--- config.mk ---
export PLATFORM = sky130hd
export DESIGN_NAME = payload_builder
export DESIGN_NICKNAME = d
export VERILOG_FILES = /design/src/payload_pkg.sv /design/src/coef_row_packer.sv /design/src/payload_builder.sv
export SDC_FILE = /design/constraint.sdc
export NUM_CORES = 1
export LEC_CHECK = 0
export ABC_AREA = 1
export BUFFER_PORTS_ARGS = -buffer_cell sky130_fd_sc_hd__buf_2
export CAP_MARGIN = 25
export CORE_ASPECT_RATIO = 1.75
export CORE_MARGIN = 2
export CORE_UTILIZATION = 40
export DETAILED_ROUTE_END_ITERATION = 8
export SYNTH_ARGS = -nofsm -noshare
export SYNTH_HDL_FRONTEND = slang
export SYNTH_SLANG_ARGS = --single-unit
--- constraint.sdc ---
create_clock -name pclk -period 3.95 [get_ports pclk]
set_clock_uncertainty 0.15 [all_clocks]
set_input_delay 0.1975 -clock pclk [delete_from_list [all_inputs] [get_ports pclk]]
set_output_delay 0.1975 -clock pclk [all_outputs]
set_load 0.01 [all_outputs]
--- src/payload_pkg.sv ---
package payload_pkg;

  // widths of the payload path
  localparam int REG_W = 256;
  localparam int COEF_W = 16;
  localparam int IDX_W = 8;
  localparam int CFG_W = 6;
  localparam logic [3:0] WORDS_PER_REG_LAST = 4'hF;

  // register byte offsets on the apb side
  localparam logic [7:0] OFS_CTRL = 8'h00;
  localparam logic [7:0] OFS_LAYOUT = 8'h04;
  localparam logic [7:0] OFS_BLOCKS = 8'h08;
  localparam logic [7:0] OFS_STATUS = 8'h0C;

  // control register fields
  localparam int CTRL_START_BIT = 0;
  localparam int CTRL_MODE_BIT = 1;
  localparam int CTRL_MV32_BIT = 2;

  // layout register fields, each CFG_W bits wide
  localparam int LAYOUT_M_LSB = 0;
  localparam int LAYOUT_P_LSB = 8;
  localparam int LAYOUT_Q_LSB = 16;

  // status register fields
  localparam int STATUS_BUSY_BIT = 0;
  localparam int STATUS_DONE_BIT = 1;
  localparam int STATUS_ERR_BIT = 2;
  localparam int STATUS_LAST_LSB = 8;

  // values after reset
  localparam logic [CFG_W-1:0] RST_M = 6'h00;
  localparam logic [CFG_W-1:0] RST_P = 6'h04;
  localparam logic [CFG_W-1:0] RST_Q = 6'h06;
  localparam logic [5:0] RST_CODED = 6'h00;
  localparam logic RST_MODE = 1'b0;
  localparam logic RST_MV32 = 1'b1;

  // payload placement constants
  localparam logic [IDX_W-1:0] HDR_IDX = 8'h00;
  localparam logic [IDX_W-1:0] CONST_FIRST_IDX = 8'h01;
  localparam logic [IDX_W-1:0] COEF_BASE_IDX = 8'h02;
  localparam logic [IDX_W-1:0] SECTION_BIAS = 8'h02;
  localparam logic [1:0] BLOCK_REGS_LAST = 2'h3;
  localparam logic [2:0] LAST_BLOCK = 3'h5;
  localparam logic [2:0] MV_REGS_32 = 3'h4;
  localparam logic [2:0] MV_REGS_16 = 3'h2;
  localparam logic [6:0] WGT_REGS = 7'h02;
  localparam logic [6:0] RES_REGS = 7'h0C;
  localparam logic [6:0] ONE_REG = 7'h01;

  // section that the sequencer is filling
  typedef enum logic [3:0] {
    ST_IDLE,
    ST_HDR,
    ST_CONST,
    ST_INL,
    ST_MV,
    ST_WGT,
    ST_RES,
    ST_COEF
  } sec_t;

endpackage : payload_pkg

--- src/coef_row_packer.sv ---
`timescale 1ns/100ps

module coef_row_packer
  import payload_pkg::*;
(
  input wire logic pclk,
  input wire logic presetn,
  input wire logic ce,
  input wire logic clear,
  input wire logic coef_valid,
  input wire logic [COEF_W-1:0] coef_data,
  output logic coef_ready,
  output logic reg_valid,
  output logic [REG_W-1:0] reg_data,
  input wire logic reg_ready
);

  logic [3:0] word_pos;
  logic take;

  // no new coefficients while a full register waits; keeps the buffer single
  assign coef_ready = ce && !reg_valid && !clear;
  assign take = coef_valid && coef_ready;

  // word slot from a running count of the coefficients taken
  // row-major input: word = (row & 1) * 8 + col, register = row / 2
  always_ff @(posedge pclk or negedge presetn) begin
    if (!presetn) begin
      word_pos <= 4'h0;
      reg_data <= '0;
    end else if (ce) begin
      if (clear) begin
        word_pos <= 4'h0;
      end else if (take) begin
        reg_data[word_pos*COEF_W +: COEF_W] <= coef_data;
        word_pos <= word_pos + 4'h1;
      end
    end
  end

  always_ff @(posedge pclk or negedge presetn) begin
    if (!presetn) begin
      reg_valid <= 1'b0;
    end else if (ce) begin
      if (clear) begin
        reg_valid <= 1'b0;
      end else if (take && word_pos == WORDS_PER_REG_LAST) begin
        reg_valid <= 1'b1;
      end else if (reg_ready) begin
        reg_valid <= 1'b0;
      end
    end
  end

  property p_pack_full;
    @(posedge pclk) disable iff (!presetn)
    (take && word_pos == WORDS_PER_REG_LAST)
      |=> (reg_valid && reg_data[REG_W-1 -: COEF_W] == $past(coef_data));
  endproperty
  a_pack_full: assert property (p_pack_full)
    else $error("register not presented after sixteenth coefficient");

  property p_word14;
    @(posedge pclk) disable iff (!presetn)
    (take && word_pos == 4'hE) |=> (reg_data[14*COEF_W +: COEF_W] == $past(coef_data));
  endproperty
  a_word14: assert property (p_word14)
    else $error("row 7 column 6 not in word 14");

endmodule : coef_row_packer

--- src/payload_builder.sv ---
// The implementer's own choices: register access over APB and the address map.
`timescale 1ns/100ps

module payload_builder
  import payload_pkg::*;
(
  input wire logic pclk,
  input wire logic presetn,
  input wire logic ce,
  input wire logic psel,
  input wire logic penable,
  input wire logic pwrite,
  input wire logic [7:0] paddr,
  input wire logic [31:0] pwdata,
  output logic [31:0] prdata,
  output logic pready,
  output logic pslverr,
  input wire logic in_valid,
  input wire logic [REG_W-1:0] in_data,
  output logic in_ready,
  input wire logic coef_valid,
  input wire logic [COEF_W-1:0] coef_data,
  output logic coef_ready,
  output logic out_valid,
  output logic [IDX_W-1:0] out_index,
  output logic [REG_W-1:0] out_data,
  input wire logic out_ready
);

  // configuration and status
  logic mode_it;
  logic mv32;
  logic [CFG_W-1:0] m_cfg;
  logic [CFG_W-1:0] p_cfg;
  logic [CFG_W-1:0] q_cfg;
  logic [5:0] coded;
  logic done;
  logic cfg_err;
  logic [IDX_W-1:0] last_idx;

  // sequencer
  sec_t sec;
  sec_t out_sec;
  logic [CFG_W-1:0] cnt;
  logic [2:0] blk;
  logic [1:0] blk_reg;
  logic [IDX_W-1:0] coef_idx;

  logic access;
  logic wr;
  logic mapped;
  logic busy;
  logic start_req;
  logic start_ok;
  logic [2:0] n_regs;
  logic [6:0] len;
  logic [IDX_W-1:0] base;
  logic it_sec;
  logic can_load;
  logic take_in;
  logic take_coef;
  logic reg_ready_m;
  logic pk_valid;
  logic [REG_W-1:0] pk_data;
  logic adv_it;
  logic coef_fin;
  logic finish;
  logic blk_coded;
  logic [31:0] rd_word;

  // size of the vector area from the vector size setting
  function automatic logic [2:0] mv_regs(input logic big);
    return big ? MV_REGS_32 : MV_REGS_16;
  endfunction : mv_regs

  // registers that a section occupies
  function automatic logic [6:0] sec_len(input sec_t s, input logic [CFG_W-1:0] m,
                                         input logic [2:0] n);
    case (s)
      ST_HDR: return ONE_REG;
      ST_CONST: return {1'b0, m};
      ST_INL: return ONE_REG;
      ST_MV: return {4'h0, n};
      ST_WGT: return WGT_REGS;
      ST_RES: return RES_REGS;
      default: return 7'h00;
    endcase
  endfunction : sec_len

  // first register index of a section
  function automatic logic [IDX_W-1:0] sec_base(input sec_t s, input logic [CFG_W-1:0] m,
                                                input logic [CFG_W-1:0] p,
                                                input logic [CFG_W-1:0] q);
    case (s)
      ST_HDR: return HDR_IDX;
      ST_CONST: return CONST_FIRST_IDX;
      ST_INL: return IDX_W'({2'b00, m}) + CONST_FIRST_IDX;
      ST_MV: return IDX_W'({2'b00, m}) + SECTION_BIAS;
      ST_WGT: return IDX_W'({2'b00, m}) + IDX_W'({2'b00, p}) + SECTION_BIAS;
      ST_RES: return IDX_W'({2'b00, m}) + IDX_W'({2'b00, q}) + SECTION_BIAS;
      default: return HDR_IDX;
    endcase
  endfunction : sec_base

  // fixed section order of the inverse-transform payload
  function automatic sec_t next_sec(input sec_t s);
    case (s)
      ST_HDR: return ST_CONST;
      ST_CONST: return ST_INL;
      ST_INL: return ST_MV;
      ST_MV: return ST_WGT;
      ST_WGT: return ST_RES;
      default: return ST_IDLE;
    endcase
  endfunction : next_sec

  // number of coded blocks in the pattern
  function automatic logic [2:0] coded_count(input logic [5:0] v);
    logic [2:0] c;
    c = 3'h0;
    for (int i = 0; i < 6; i++) begin
      c = c + {2'b00, v[i]};
    end
    return c;
  endfunction : coded_count

  // apb decode; pready follows ce so a frozen block stalls the bus
  assign pready = ce;
  assign access = psel && penable && ce;
  assign wr = access && pwrite;
  assign mapped = (paddr == OFS_CTRL) || (paddr == OFS_LAYOUT) || (paddr == OFS_BLOCKS) ||
                  (paddr == OFS_STATUS);
  assign pslverr = access && !mapped;
  assign busy = (sec != ST_IDLE);
  assign start_req = wr && paddr == OFS_CTRL && pwdata[CTRL_START_BIT] && !busy;
  assign n_regs = mv_regs(mv32);
  assign start_ok = start_req && (!pwdata[CTRL_MODE_BIT] ||
                    ({1'b0, p_cfg} >= {4'h0, mv_regs(pwdata[CTRL_MV32_BIT])} &&
                     {1'b0, q_cfg} >= {1'b0, p_cfg} + 7'h02));

  // read mux, sampled in the setup cycle so prdata is a flop
  always_comb begin
    rd_word = 32'h00000000;
    case (paddr)
      OFS_CTRL: begin
        rd_word[CTRL_MODE_BIT] = mode_it;
        rd_word[CTRL_MV32_BIT] = mv32;
      end
      OFS_LAYOUT: begin
        rd_word[LAYOUT_M_LSB +: CFG_W] = m_cfg;
        rd_word[LAYOUT_P_LSB +: CFG_W] = p_cfg;
        rd_word[LAYOUT_Q_LSB +: CFG_W] = q_cfg;
      end
      OFS_BLOCKS: rd_word[5:0] = coded;
      OFS_STATUS: begin
        rd_word[STATUS_BUSY_BIT] = busy;
        rd_word[STATUS_DONE_BIT] = done;
        rd_word[STATUS_ERR_BIT] = cfg_err;
        rd_word[STATUS_LAST_LSB +: IDX_W] = last_idx;
      end
      default: rd_word = 32'h00000000;
    endcase
  end

  always_ff @(posedge pclk or negedge presetn) begin
    if (!presetn) begin
      prdata <= 32'h00000000;
    end else if (ce && psel && !penable) begin
      prdata <= rd_word;
    end
  end

  // configuration writes; refused while a payload is being built
  always_ff @(posedge pclk or negedge presetn) begin
    if (!presetn) begin
      mode_it <= RST_MODE;
      mv32 <= RST_MV32;
      m_cfg <= RST_M;
      p_cfg <= RST_P;
      q_cfg <= RST_Q;
      coded <= RST_CODED;
    end else if (wr && !busy) begin
      if (paddr == OFS_CTRL) begin
        mode_it <= pwdata[CTRL_MODE_BIT];
        mv32 <= pwdata[CTRL_MV32_BIT];
      end
      if (paddr == OFS_LAYOUT) begin
        m_cfg <= pwdata[LAYOUT_M_LSB +: CFG_W];
        p_cfg <= pwdata[LAYOUT_P_LSB +: CFG_W];
        q_cfg <= pwdata[LAYOUT_Q_LSB +: CFG_W];
      end
      if (paddr == OFS_BLOCKS) begin
        coded <= pwdata[5:0];
      end
    end
  end

  // status flags; a start cannot meet a finish since start needs idle
  always_ff @(posedge pclk or negedge presetn) begin
    if (!presetn) begin
      done <= 1'b0;
      cfg_err <= 1'b0;
    end else if (ce) begin
      if (finish) begin
        done <= 1'b1;
      end else if (start_ok) begin
        done <= 1'b0;
      end
      if (start_req) begin
        cfg_err <= !start_ok;
      end
    end
  end

  coef_row_packer u_packer (
    .pclk(pclk),
    .presetn(presetn),
    .ce(ce),
    .clear(start_ok),
    .coef_valid(coef_valid),
    .coef_data(coef_data),
    .coef_ready(coef_ready),
    .reg_valid(pk_valid),
    .reg_data(pk_data),
    .reg_ready(reg_ready_m)
  );

  // handshake terms of the sequencer
  assign len = sec_len(sec, m_cfg, n_regs);
  assign base = sec_base(sec, m_cfg, p_cfg, q_cfg);
  assign it_sec = (sec == ST_HDR) || (sec == ST_CONST) || (sec == ST_INL) || (sec == ST_MV) ||
                  (sec == ST_WGT) || (sec == ST_RES);
  assign can_load = !out_valid || out_ready;
  assign in_ready = ce && it_sec && ({1'b0, cnt} < len) && can_load;
  assign take_in = in_valid && in_ready;
  assign blk_coded = coded[blk];
  assign reg_ready_m = ce && sec == ST_COEF && blk_coded && can_load;
  assign take_coef = pk_valid && reg_ready_m;
  assign adv_it = ce && it_sec &&
                  ({1'b0, cnt} >= len || (take_in && {1'b0, cnt} + 7'h01 == len));
  assign coef_fin = ce && sec == ST_COEF && blk == LAST_BLOCK &&
                    (!blk_coded || (take_coef && blk_reg == BLOCK_REGS_LAST));
  assign finish = (adv_it && sec == ST_RES) || coef_fin;

  // inverse-transform section walk
  // empty constant area skipped
  always_ff @(posedge pclk or negedge presetn) begin
    if (!presetn) begin
      sec <= ST_IDLE;
      cnt <= '0;
    end else if (ce) begin
      if (sec == ST_IDLE) begin
        if (start_ok) begin
          sec <= pwdata[CTRL_MODE_BIT] ? ST_HDR : ST_COEF;
        end
        cnt <= '0;
      end else if (adv_it) begin
        sec <= next_sec(sec);
        cnt <= '0;
      end else if (take_in) begin
        cnt <= cnt + 6'h01;
      end else if (coef_fin) begin
        sec <= ST_IDLE;
      end
    end
  end

  // coefficient block walk
  // uncoded block skipped in one cycle
  always_ff @(posedge pclk or negedge presetn) begin
    if (!presetn) begin
      blk <= 3'h0;
      blk_reg <= 2'h0;
      coef_idx <= COEF_BASE_IDX;
    end else if (ce) begin
      if (sec == ST_IDLE) begin
        blk <= 3'h0;
        blk_reg <= 2'h0;
        coef_idx <= COEF_BASE_IDX;
      end else if (sec == ST_COEF) begin
        if (!blk_coded) begin
          blk <= blk + 3'h1;
        end else if (take_coef) begin
          coef_idx <= coef_idx + 8'h01;
          blk_reg <= blk_reg + 2'h1;
          if (blk_reg == BLOCK_REGS_LAST) begin
            blk <= blk + 3'h1;
          end
        end
      end
    end
  end

  // output register toward the thread register file
  // header index from section base
  // inline and vectors by base plus count
  always_ff @(posedge pclk or negedge presetn) begin
    if (!presetn) begin
      out_valid <= 1'b0;
      out_index <= HDR_IDX;
      out_data <= '0;
      out_sec <= ST_IDLE;
      last_idx <= HDR_IDX;
    end else if (ce) begin
      if (take_in) begin
        out_valid <= 1'b1;
        out_index <= base + IDX_W'({2'b00, cnt});
        out_data <= in_data;
        out_sec <= sec;
        last_idx <= base + IDX_W'({2'b00, cnt});
      end else if (take_coef) begin
        out_valid <= 1'b1;
        out_index <= coef_idx;
        out_data <= pk_data;
        out_sec <= ST_COEF;
        last_idx <= coef_idx;
      end else if (out_ready) begin
        out_valid <= 1'b0;
      end
    end
  end

  property p_hdr_idx;
    @(posedge pclk) disable iff (!presetn)
    (out_valid && out_sec == ST_HDR) |-> (out_index == HDR_IDX);
  endproperty
  a_hdr_idx: assert property (p_hdr_idx)
    else $error("header not at register 0");

  property p_const_idx;
    @(posedge pclk) disable iff (!presetn)
    (out_valid && out_sec == ST_CONST) |-> (m_cfg != 6'h00 && out_index >= CONST_FIRST_IDX &&
                                            out_index <= {2'b00, m_cfg});
  endproperty
  a_const_idx: assert property (p_const_idx)
    else $error("constant outside 1..m");

  property p_inl_idx;
    @(posedge pclk) disable iff (!presetn)
    (out_valid && out_sec == ST_INL) |-> (out_index == {2'b00, m_cfg} + 8'h01);
  endproperty
  a_inl_idx: assert property (p_inl_idx)
    else $error("inline data not at m+1");

  property p_mv_idx;
    @(posedge pclk) disable iff (!presetn)
    (out_valid && out_sec == ST_MV) |-> (out_index >= {2'b00, m_cfg} + 8'h02 &&
                                         out_index <= {2'b00, m_cfg} + {5'h00, n_regs} + 8'h01);
  endproperty
  a_mv_idx: assert property (p_mv_idx)
    else $error("vector register outside its area");

  property p_wgt_idx;
    @(posedge pclk) disable iff (!presetn)
    (out_valid && out_sec == ST_WGT) |-> (out_index == base_wgt() || out_index == base_wgt() + 8'h01);
  endproperty
  a_wgt_idx: assert property (p_wgt_idx)
    else $error("weight-offset register inside gap");

  property p_res_idx;
    @(posedge pclk) disable iff (!presetn)
    (out_valid && out_sec == ST_RES) |-> (out_index >= base_res() &&
                                          out_index <= base_res() + 8'h0B);
  endproperty
  a_res_idx: assert property (p_res_idx)
    else $error("residual register inside gap");

  property p_coef_range;
    @(posedge pclk) disable iff (!presetn)
    (out_valid && out_sec == ST_COEF) |-> (out_index >= COEF_BASE_IDX &&
                                           out_index <= 8'h01 + {3'h0, coded_count(coded), 2'b00});
  endproperty
  a_coef_range: assert property (p_coef_range)
    else $error("coefficient register past 1+4x");

  property p_skip;
    @(posedge pclk) disable iff (!presetn)
    (ce && sec == ST_COEF && !blk_coded && blk != LAST_BLOCK) |=> (blk == $past(blk) + 3'h1 &&
                                                                   coef_idx == $past(coef_idx));
  endproperty
  a_skip: assert property (p_skip)
    else $error("uncoded block consumed a register");

  property p_hold;
    @(posedge pclk) disable iff (!presetn)
    (out_valid && !out_ready) |=> (out_valid && $stable(out_data) && $stable(out_index));
  endproperty
  a_hold: assert property (p_hold)
    else $error("output changed while stalled");

  c_coef_done: cover property (@(posedge pclk) disable iff (!presetn) coef_fin);
  c_it_done: cover property (@(posedge pclk) disable iff (!presetn) adv_it && sec == ST_RES);
  c_skip: cover property (@(posedge pclk) disable iff (!presetn)
                          ce && sec == ST_COEF && !blk_coded);
  c_refused: cover property (@(posedge pclk) disable iff (!presetn) start_req && !start_ok);

  function automatic logic [IDX_W-1:0] base_wgt();
    return sec_base(ST_WGT, m_cfg, p_cfg, q_cfg);
  endfunction : base_wgt

  function automatic logic [IDX_W-1:0] base_res();
    return sec_base(ST_RES, m_cfg, p_cfg, q_cfg);
  endfunction : base_res

endmodule : payload_builder

; Word level (Yosys, flattened, before mapping)
; Cells that the tools add are included.
[word_totals]
word_cells = 190
input_bits = 321
ff_bits = 597
output_inout_bits = 301
[classes]
n_shift = 2
n_bitwise = 1
add_sub_neg = 15
magnitude_cmp = 5
reduce_logical = 79
n_eq_ne = 18
n_mux = 50
[op_table]
columns = op, count
row1 = 2-to-1 mux 256 bit, 2
row2 = bitwise mux 256 bit, 1
row3 = "variable shift 16 x 34 -> 256 bit, first input constant", 1
row4 = indexed part select 16 x 34 -> 256 bit, 1
row5 = 2-to-1 mux 8 bit, 6
row6 = case mux 8 bit (5 select lines), 1
row7 = negation 8 -> 34 bit, 1
row8 = logical AND 1 bit, 30
row9 = case mux 6 bit (5 select lines), 1
row10 = 2-to-1 mux 4 bit, 7
row11 = 2-to-1 mux 3 bit, 8
row12 = 2-to-1 mux 6 bit, 4
row13 = AND reduction 2 bit, 10
row14 = "adder 7 x 2 -> 8 bit, second input constant", 2
row15 = "== test 4 x 3 -> 1 bit, second input constant", 4
row16 = "== test 8 x 4 -> 1 bit, second input constant", 2
row17 = case mux 3 bit (5 select lines), 1
row18 = "adder 6 x 1 -> 7 bit, second input constant", 2
row19 = "adder 6 x 2 -> 7 bit, second input constant", 2
row20 = adder 6 x 6 -> 7 bit, 2
row21 = greater-or-equal comparator 6 x 7 -> 1 bit, 2
row22 = logical OR 1 bit, 13
row23 = case mux 6 bit (2 select lines), 1
row24 = AND reduction 4 bit, 3
row25 = other kinds (34), 63

; Depth between registers and ports, before layout
; Gate-level depths: netlist of run 1.
[logic_depth]
ltp_word = 17
ltp_mapped = 19

; Hierarchy
; A second synthesis of run 1 with hierarchy kept.
[hier_totals]
hier_cells = 3705
area_unflattened_um2 = 29378.2
[modules_own_cells]
columns = mod, area_per_inst_um2, seq_area_each_um2, cells_each, instances
row1 = payload_builder, 17061.4, 8389.3, 2156, 1
row2 = coef_row_packer, 12316.8, 6531.3, 1549, 1

; Least setup slack after synthesis of run 1
; OpenSTA, ideal clock, no wires.
[synth_path]
path_type = reg2reg
from = reg q_cfg[1]
to = reg last_idx[7]
arrival_ns = 3.112
slack_ns = 0.564
n_path_buf = 0
setup_time_ns = 0.123
path_stages_with_launch = 19
path_cell_list = dfstp_2 inv_1 ha_1 inv_1 ha_1 fa_1 a22o_1 a21oi_1 o211ai_1 ha_1 nand2_1 nor2_1 a211oi_1 o21ai_0 a21o_1 nand2_1 nand2_1 nand3_1 a21oi_1
[synth_via]
elab_chain_len = 5
[synth_lines]
columns = item, line
row1 = from (decl), payload_builder.sv:35  ; logic [CFG_W-1:0] q_cfg;
row2 = from (signal assigned), payload_builder.sv:190  ; q_cfg <= pwdata[LAYOUT_Q_LSB +: CFG_W];
row3 = adder 6 x 6 -> 7 bit, payload_builder.sv:100  ; ST_RES: return IDX_W'({2'b00, m}) + IDX_W'({2'b00, q}) + SECTION_BIAS;
row4 = adder 7 x 2 -> 8 bit, payload_builder.sv:100
row5 = case mux 8 bit (5 select lines), payload_builder.sv:94  ; case (s)
row6 = adder 8 x 6 -> 8 bit, payload_builder.sv:310  ; last_idx <= base + IDX_W'({2'b00, cnt});
row7 = 2-to-1 mux 8 bit, payload_builder.sv:305  ; if (take_in) begin
row8 = to (signal assigned), payload_builder.sv:310
row9 = to (signal assigned), payload_builder.sv:316  ; last_idx <= coef_idx;
row10 = to (decl), payload_builder.sv:39  ; logic [IDX_W-1:0] last_idx;
; No other way between the ends.
; A chain may end at the register's enable or synchronous reset.

; Worst setup path after layout of run 1
[layout_path]
from = reg p_cfg[1]
to = out coef_ready
[layout_via]
elab_chain_len = 7
elab_cells_between_ends = 8
cone_classes = 1 x add/sub / 2 x order compare / 5 x reduce/logical
[layout_lines]
columns = item, line
row1 = from (decl), payload_builder.sv:34  ; logic [CFG_W-1:0] p_cfg;
row2 = from (signal assigned), payload_builder.sv:189  ; p_cfg <= pwdata[LAYOUT_P_LSB +: CFG_W];
row3 = adder 6 x 2 -> 7 bit, payload_builder.sv:139  ; {1'b0, q_cfg} >= {1'b0, p_cfg} + 7'h02));
row4 = greater-or-equal comparator 6 x 7 -> 1 bit, payload_builder.sv:139
row5 = logical AND 1 bit *, payload_builder.sv:138  ; ({1'b0, p_cfg} >= {4'h0, mv_regs(pwdata[CTRL_MV32_BIT])} &&
row6 = logical OR 1 bit *, payload_builder.sv:137  ; assign start_ok = start_req && (!pwdata[CTRL_MODE_BIT] ||
row7 = logical AND 1 bit *, payload_builder.sv:137
row8 = logical NOT 1 bit *, coef_row_packer.sv:22  ; assign coef_ready = ce && !reg_valid && !clear;
row9 = logical AND 1 bit *, coef_row_packer.sv:22
row10 = to (decl), payload_builder.sv:23  ; output logic coef_ready,
; Mark *: on every way between the ends. The rest lies on a longest branch, timed or not.

==> results.toml, run 1 <==
[logic_synthesis]
ys_warn_count = 0
syn_inst = 3465
synth_cell_types = 50
synth_edf_count = 0
syn_area_um2 = 28320
yosys.area.top_type = "dfrtp_1"
ys_seq_area_share_pct = 52.68
async_flop_share_pct = 100.0
syn_avg_cell_area_um2 = 8.173
ys.flop_type = "dfrtp_1"
ys_ff_latch = 596
synth_area_leaders = "dfrtp_1, nand2_1, a31oi_1"
yosysTopAreaCellShare_pct = 52.22

[power_and_ir_drop]
power.switching_mw = 9.272
power_mw = 23.22
internal_power_mw = 13.95
powerDensity_nw_per_um2 = 616.5
p_seq_share_pct = 36.7
leakage_nw = 16.76
ir_drop_v = 0.0004099
p_sw_share_pct = 39.93
power_frac_clock_pct = 25.2
p_comb_share_pct = 38.0

[flow_run]
cap_violations = 0

[floorplanning]
die_x_um = 205.1
start_util_pct = 40.24
die_h_um = 356
floorplan.rows = 129
core_um2 = 70370
die-area_um2 = 73030
io-pin-count = 622

[sta]
fin_crit_sh_pct = 94.84
slew_headroom_pct = 23.39
tightest_slew_ps = 1143
slew_violations = 0
rsz0062_at_grt = "false"
setup_tns_ps = 0
finalCriticalPeriod_ps = 3746
hold_viol_final = 0
setup_viol = 0
max_freq_mhz = 266.9
fin_ws_ps = 204.0

[route]
wl_per_cell_um = 21.75
vias = 27800
via_per_inst = 5.288
drcViolationCount = 0
ant_nets = 0
wl_um = 114300
firstDrtPassIters = 6
drtIter0Drc = 2228

[cts]
cts-buffers-inserted = 57
clock-root-buffer = "clkbuf_16"
htreeDepth = 2
cts_max_path_buffers = 3
clkTransAtPathRegs_ps = 70
clock_sinks = 596
cts_tree = "done"
insertion_delay_ps = 650

[place]
place_ws_ps = 268.1
io_buffers = 595
globalplace.congestion = 0.9397
dpl.hpwl_um = 83250

[setup_path]
cp_data_required_time_ps = 3600
cp-end-kind = "output port"
crit_family = "compound AO/OA/AOI/OAI gates"
max_stage_delay_ps = 670
critPathSlowestCell = "a21oi_1"
crit_buf_inv = 3
cp_max_fo = 6
worst-setup-path-type = "flop to output port"
cpMostUsedCell = "nand2_1"
cp.depth = 14
regToRegEndpoint = "last_idx[7]$_DFFE_PN0P_"
r2r-start = "q_cfg[1]$_DFFE_PN1P_"
reg2reg_depth = 17
reg2reg_slack_ps = 280
arrival_ps = 3400
start_kind = "flop"
crit_path_cell_trace = "buf_4, ha_1, inv_1, ha_1, a21oi_1, o21ai_0, nand3_1, nand2_1, nand2_1, nand2_1, nand3_1, nand2_1, a21oi_1, buf_2"

[global_routing]
grt_pass1_wl_um = 167700
antenna_found_initial = 4
grt_usage_pct = 30.87
grt_pass1_vias = 27110
overflow = 0
grt_max_degree = 113

[cells_and_area]
regArea_um2 = 14920
multi_input_area_um2 = 11910
area_growth_syn_to_layout_pct = 32.99
nets = 4668
top_regs = "out_data x256, u_packer.reg_data x256, prdata x20"
final_cell_mix = "nand2_1, buf_2, dfrtp_1"
n_fill_cell = 6599
drive_above_1_share_pct = 19.83
final_common_cell = "nand2_1"

[run_status]
status = "completed"

[min_path]
hp-class = "input pin to async pin"
metal layers:
| layer | up-vias | track usage (%) | routed length [um] |
|---|---|---|---|
| li1 | 13200 | - | - |
| met1 | 13210 | 35.32 | 42320 |
| met2 | 1104 | 53.50 | 56860 |
| met3 | 285 | 4.170 | 6486 |
| met4 | 0 | 20.53 | 8662 |
| met5 | - | 0 | 0 |
cell usage after synthesis, drive strengths merged (45+ instances only):
master and number:
clkbuf 153, nand2 1041, buf 107, inv 133, ha 54, nand4 45
a31oi 261, o21ai 325, nor2 338, dfrtp 591, nor3 71, nand3 234
metrics by stage:
step           cell area [um2]  hold WS (ps)  util (%)  std cells
2_1_floorplan            28360        -248.1         -       3476
6_report                 37660         56.54     53.52       5257
5_1_grt                  37660         113.8     53.52       5257
4_1_cts                  37640         31.68     53.49       5251
3_3_place_gp             32640         200.8     46.38       4842
3_5_place_dp             32640         191.1     46.38       4843
how the worst max path moves through the flow:
stage / end / startpoint / slack, ps
after floorplan: last_idx[7]$_DFFE_PN0P_ / q_cfg[1]$_DFFE_PN1P_ / 560
after detailed placement: last_idx[7]$_DFFE_PN0P_ / q_cfg[1]$_DFFE_PN1P_ / 270
after global placement: last_idx[7]$_DFFE_PN0P_ / q_cfg[1]$_DFFE_PN1P_ / 220
after global routing: last_idx[7]$_DFFE_PN0P_ / q_cfg[1]$_DFFE_PN1P_ / 20
after CTS: coef_ready / p_cfg[1]$_DFFE_PN0P_ / 180
final: coef_ready / p_cfg[1]$_DFFE_PN0P_ / 200
repair_timing:
item / in CTS / in global routing
buffers inserted: 0 / 1
resized for setup: 0 / 2
hold endpoints to repair: 429 / 0
setup endpoints to repair: 0 / 2
hold buffers: 303 / 0
power by group through the flow:
stage	logic [mW]	clock network [mW]	registers [mW]
after floorplan	4.12	0	9.16
after CTS	8.76	5.96	8.52
after global placement	8.43	0	8.58
final	8.83	5.86	8.53
after detailed placement	8.52	0	8.62
after global routing	9.59	6.18	8.70
kinds of logic (layout without fill, tap and decap cells):
| group | Yosys count | count (layout) | synth area share [%] |
|---|---|---|---|
| flops | 596 | 596 | 52.68 |
| mux | 7 | 7 | 0.2783 |
| other cells | 1 | 16 | 0.01324 |
| xor+xnor | 12 | 12 | 0.3977 |
| buf+inv | 397 | 1257 | 5.898 |
| compound gates | 658 | 658 | 13.13 |
| simple gates | 1737 | 1737 | 25.01 |
| fa+ha+maj | 57 | 57 | 2.598 |
final cells by class:
class                           instances  share of cell area (%)
Antenna cell                            4                 0.02658
Clock buffer                           78                   4.319
Clock inverter                         27                  0.9036
Inverter                              137                   1.399
Multi-Input combinational cell       2483                   31.62
Sequential cell                       596                   39.62
Tap cell                              917                   3.046
Timing Repair Buffer                 1015                   19.07
(Power assumes the default switching activity.)
==> inputs of run 2 (changes only) <==
--- a/config.mk
+++ b/config.mk
@@ -10,8 +10,9 @@
 export CAP_MARGIN = 25
 export CORE_ASPECT_RATIO = 1.75
 export CORE_MARGIN = 2
-export CORE_UTILIZATION = 40
+export CORE_UTILIZATION = 36
 export DETAILED_ROUTE_END_ITERATION = 8
+export RECOVER_POWER = 100
 export SYNTH_ARGS = -nofsm -noshare
 export SYNTH_HDL_FRONTEND = slang
 export SYNTH_SLANG_ARGS = --single-unit
==> results.toml, run 2 (synthesis results as in run 1) <==
[power_and_ir_drop]
leakage_nw = 15.98
power.switching_mw = 9.406
p_comb_share_pct = 36.8
powerDensity_nw_per_um2 = 612.0
internal_power_mw = 13.62
power_mw = 23.02
p_sw_share_pct = 40.86
ir_drop_v = 0.0004895
power_frac_clock_pct = 25.9
p_seq_share_pct = 37.3

[sta]
finalCriticalPeriod_ps = 3715
hold_viol_final = 0
max_freq_mhz = 269.2
fin_crit_sh_pct = 94.04
slew_headroom_pct = -103.7
tightest_slew_ps = 3056
rsz0062_at_grt = "false"
slew_violations = 98
setup_viol = 0
hold_slack_ps = 84.64

[setup_path]
cp-startpoint = "q_cfg[1]$_DFFE_PN1P_"
cp_data_required_time_ps = 4330
start_kind = "flop"
max_stage_delay_ps = 530
regToRegEndpoint = "last_idx[6]$_DFFE_PN0P_"
reg2reg_slack_ps = 240
cpMostUsedCell = "nand2_1"
arrival_ps = 4090
crit_family = "adder cells"
crit_buf_inv = 4
reg2reg_depth = 20
worst-setup-path-type = "flop to flop"
r2r-start = "q_cfg[1]$_DFFE_PN1P_"
crit_path_cell_trace = "inv_1, ha_1, inv_1, ha_1, fa_1, a22o_1, a21oi_1, o211ai_1, ha_1, nand2_1, o21ai_1, nand2_1, nand2_1, a21oi_1, a21oi_1, o21ai_2, clkbuf_4, nand2_1, buf_4, nand2_1"
cp-end-kind = "flop"
cp_max_fo = 4
critPathSlowestCell = "dfstp_2"

[route]
vias = 28080
wl_per_cell_um = 21.83
wl_um = 118300
via_per_inst = 5.181
drcViolationCount = 0
drtIter0Drc = 2154
ant_nets = 0
firstDrtPassIters = 6

[cells_and_area]
final_cell_mix = "nand2_1, dfrtp_1, nor2_1"
drive_above_1_share_pct = 13.67
final_common_cell = "nand2_1"
area_growth_syn_to_layout_pct = 32.84
n_fill_cell = 7790
top_regs = "out_data x256, u_packer.reg_data x256, prdata x20"
nets = 4713

[cts]
insertion_delay_ps = 650
cts-buffers-inserted = 57
cts_tree = "done"
clock-root-buffer = "clkbuf_16"
clkTransAtPathRegs_ps = 60
htreeDepth = 2
clock_sinks = 596
cts_max_path_buffers = 3

[global_routing]
overflow = 0
antenna_found_initial = 5
grt_usage_pct = 28.75
grt_max_degree = 115
grt_pass1_wl_um = 174700
grt_pass1_vias = 27860

[min_path]
hold_end = "mv32$_DFFE_PN1P_"
holdCritStartpoint = "paddr[0]"
hp-class = "input pin to flop"
holdPathStages = 7

[floorplanning]
start_util_pct = 36.18
die_x_um = 216.0
io-pin-count = 622
die_h_um = 375.0
core_um2 = 78280
die-area_um2 = 81020
floorplan.rows = 136

[flow_run]
cap_violations = 1

[place]
globalplace.congestion = 0.9354
io_buffers = 595
dpl.hpwl_um = 85350

[run_status]
violations = "max-capacitance violations, max-slew violations"
status = "complete, but fails checks"
run 2: timing repair:
item | 4_1_cts | 5_1_grt
buffers inserted | 0 | 1
hold buffers | 303 | 0
setup endpoints to repair | 1 | 1
endpoints found under the hold margin | 438 | 0
pin swaps | 0 | 1
gates resized for setup | 1 | 2
run 2: layout make-up:
type | count | area [um2] | area share, %
clock inverters | 27 | 365.4 | 0.9711
multi-input cells | 2483 | 11920 | 31.67
well taps | 1035 | 1295 | 3.442
flip-flops and latches | 596 | 14920 | 39.66
diodes | 2 | 5.005 | 0.01330
inverters | 137 | 526.8 | 1.400
repair buffers | 1060 | 6968 | 18.52
clock buffers | 80 | 1624 | 4.317
run 2: power by group through the flow:
stage / Sequential (mW) / Clock [mW] / Combinational [mW]
floorplan: 9.16 / 0 / 4.12
global placement: 8.59 / 0 / 8.48
detailed placement: 8.62 / 0 / 8.60
CTS: 8.53 / 6.09 / 8.84
global route: 8.76 / 6.31 / 9.23
finish: 8.58 / 5.96 / 8.48
run 2: through the flow:
stage               area (um2)  instances  setup slack, ps  setup TNS [ps]  utilization, %
floorplan                28360       3476            564.3               0               -
global placement         33050       5002           -42.13          -42.13           42.23
detailed placement       33090       5006           -27.61          -27.61           42.27
CTS                      38110       5416            147.6               0           48.69
global route             37620       5419            6.055               0           48.06
finish                   37620       5420            235.4               0           48.06
run 2: metal layers:
metal  GRT usage (%)  routed length [um]  vias up
met4           17.52                8188        6
li1                -                   -    13310
met5               0                  37        -
met1           32.96               44600    13400
met2           50.59               59390     1079
met3           3.925                6117      292
run 2: worst max path at each step:
stage | end | slack, ps | depth (start not counted)
6_report | last_idx[6]$_DFFE_PN0P_ | 240 | 20
5_1_grt | last_idx[7]$_DFFE_PN0P_ | 6 | 17
4_1_cts | last_idx[6]$_DFFE_PN0P_ | 150 | 19
3_5_place_dp | last_idx[6]$_DFFE_PN0P_ | -30 | 19
3_3_place_gp | last_idx[6]$_DFFE_PN0P_ | -40 | 19
2_1_floorplan | last_idx[7]$_DFFE_PN0P_ | 560 | 18
run 2: tightest hold or removal path, cell delays in order:
cell and delay, ps:
buf_2 80, nor2_1 30, inv_1 110, nor2_1 90, nand4_1 190, nand2_1 60
o21ai_0 70
==> inputs of run 3 (changes only) <==
--- a/config.mk
+++ b/config.mk
@@ -12,6 +12,7 @@
 export CORE_MARGIN = 2
 export CORE_UTILIZATION = 36
 export DETAILED_ROUTE_END_ITERATION = 8
+export PLACE_DENSITY = 0.54
 export RECOVER_POWER = 100
 export SYNTH_ARGS = -nofsm -noshare
 export SYNTH_HDL_FRONTEND = slang
==> results.toml, run 3 (synthesis results as in run 1) <==
[cells_and_area]
nets = 4668
final_core_util_pct = 47.53
multi_input_area_um2 = 11930
top_regs = "out_data x256, u_packer.reg_data x256, prdata x20"
area_growth_syn_to_layout_pct = 31.37
final_common_cell = "nand2_1"
n_fill_cell = 7868
regArea_um2 = 14920
final_cell_mix = "nand2_1, dfrtp_1, nor2_1"
drive_above_1_share_pct = 12.99

[route]
drtIter0Drc = 2402
ant_nets = 0
drcViolationCount = 0
vias = 27740
wl_um = 117600
wl_per_cell_um = 21.87
firstDrtPassIters = 6
via_per_inst = 5.161

[sta]
max_freq_mhz = 266.7
slew_headroom_pct = -37.85
fin_ws_ps = 200.5
hold_viol_final = 0
setup_tns_ps = 0
slew_violations = 72
finalCriticalPeriod_ps = 3749
rsz0062_at_grt = "false"
hold_slack_ps = 65.15
tightest_slew_ps = 2068
setup_viol = 0
fin_crit_sh_pct = 94.92

[min_path]
hp-class = "input pin to flop"

[global_routing]
globalRouteMet3Util_pct = 3.698
overflow = 0
gr-max-usage-layer = "met2"
grtUsageMet2_pct = 49.77
grt_usage_pct = 28.26
grt_pass1_wl_um = 171700
antenna_found_initial = 3
grt_use_met1_pct = 33.41
grt_pass1_vias = 26710
grt_max_degree = 149

[place]
dpl.hpwl_um = 85710
globalplace.congestion = 0.9240
io_buffers = 595
place_ws_ps = 166.7

[cts]
cts-buffers-inserted = 55
cts_max_path_buffers = 3
htreeDepth = 2
cts_tree = "done"
clkTransAtPathRegs_ps = 60
clock-root-buffer = "clkbuf_16"
insertion_delay_ps = 640
clock_sinks = 596

[floorplanning]
io-pin-count = 622
die_h_um = 375.0
die-area_um2 = 81020
start_util_pct = 36.18
floorplan.rows = 136
core_um2 = 78280
die_x_um = 216.0

[power_and_ir_drop]
leakage_nw = 15.77
ir_drop_v = 0.0003490
powerDensity_nw_per_um2 = 611.1

[setup_path]
arrival_ps = 3400
cp-end-kind = "output port"
cp_max_fo = 6
worst-setup-path-type = "flop to output port"
start_kind = "flop"
reg2reg_slack_ps = 240
cp_data_required_time_ps = 3600

[run_status]
status = "complete, but fails checks"
violations = "max-capacitance violations, max-slew violations"

[flow_run]
cap_violations = 1
==> run 3: changes by cell type in the layout (fill, tap and decap cells not counted), sizes merged <==
| cell | delta |
|---|---|
| dlygate4sd3 | -3 |
| clkinv | -2 |
| diode | +3 |
| clkinvlp | -3 |
| buf | -37 |
| bufinv | -2 |
| inv | -1 |
==> run 3: area by class of cell <==
cell class	count	share of cell area, %
Antenna cell	5	0.03363
Tap cell	1035	3.481
Multi-Input combinational cell	2483	32.06
Clock buffer	83	4.419
Clock inverter	19	0.6659
Sequential cell	596	40.11
Timing Repair Buffer	1017	17.82
Inverter	137	1.416
==> run 3: where the power goes <==
group / switching (mW) / internal (mW) / total [mW]
clock: 2.52 / 3.21 / 5.73
sequential: 0.898 / 7.63 / 8.52
combinational: 5.86 / 2.62 / 8.48
total: 9.28 / 13.5 / 22.7
==> run 3: stage by stage <==
| stage | instances | power, mW | instance area, um2 |
|---|---|---|---|
| after floorplan | 3476 | 13.28 | 28360 |
| after global placement | 4965 | 17.10 | 32790 |
| after detailed placement | 4966 | 17.22 | 32800 |
| after CTS | 5368 | 23.23 | 37690 |
| after global routing | 5372 | 24.00 | 37200 |
| final | 5375 | 22.74 | 37200 |
==> run 3: routing by layer <==
| metal | up-vias | routed length [um] |
|---|---|---|
| met2 | 979 | 59040 |
| met3 | 234 | 5706 |
| met1 | 13320 | 45550 |
| met5 | - | 0 |
| li1 | 13210 | - |
| met4 | 0 | 7269 |
==> run 3: worst paths after layout <==
kind,from,endpoint,cells past startpoint
setup / recovery,p_cfg[2]$_DFFE_PN1P_,coef_ready,15
max in group asynchronous,presetn,u_packer.reg_data[250]$_DFFE_PN0P_,3
min in group asynchronous,presetn,out_data[19]$_DFFE_PN0P_,2
hold reg to reg,u_packer.reg_data[248]$_DFFE_PN0P_,u_packer.reg_data[248]$_DFFE_PN0P_,2
setup reg to reg,p_cfg[2]$_DFFE_PN1P_,u_packer.reg_data[174]$_DFFE_PN0P_,17
hold / removal,pwrite,mv32$_DFFE_PN1P_,5
==> run 3: repair_timing <==
item,CTS,global route
hold endpoints to repair,531,0
hold buffers,300,0
endpoints found under the setup margin,0,199
buffers inserted,0,1
gates resized for setup,0,5
==> run 3: worst max-delay path, cell delays in order, from the launching register on <==
cell      delay (ps)
dfstp_1          650
buf_4            210
ha_1             230
inv_1             50
ha_1             230
a21oi_1          120
o21ai_0          100
nand3_1           80
nand2_1           60
nand2_1           50
nand2_1           50
nand3_1           70
nand2_1          110
a21oi_1          140
clkbuf_1         400
clkbuf_1         210
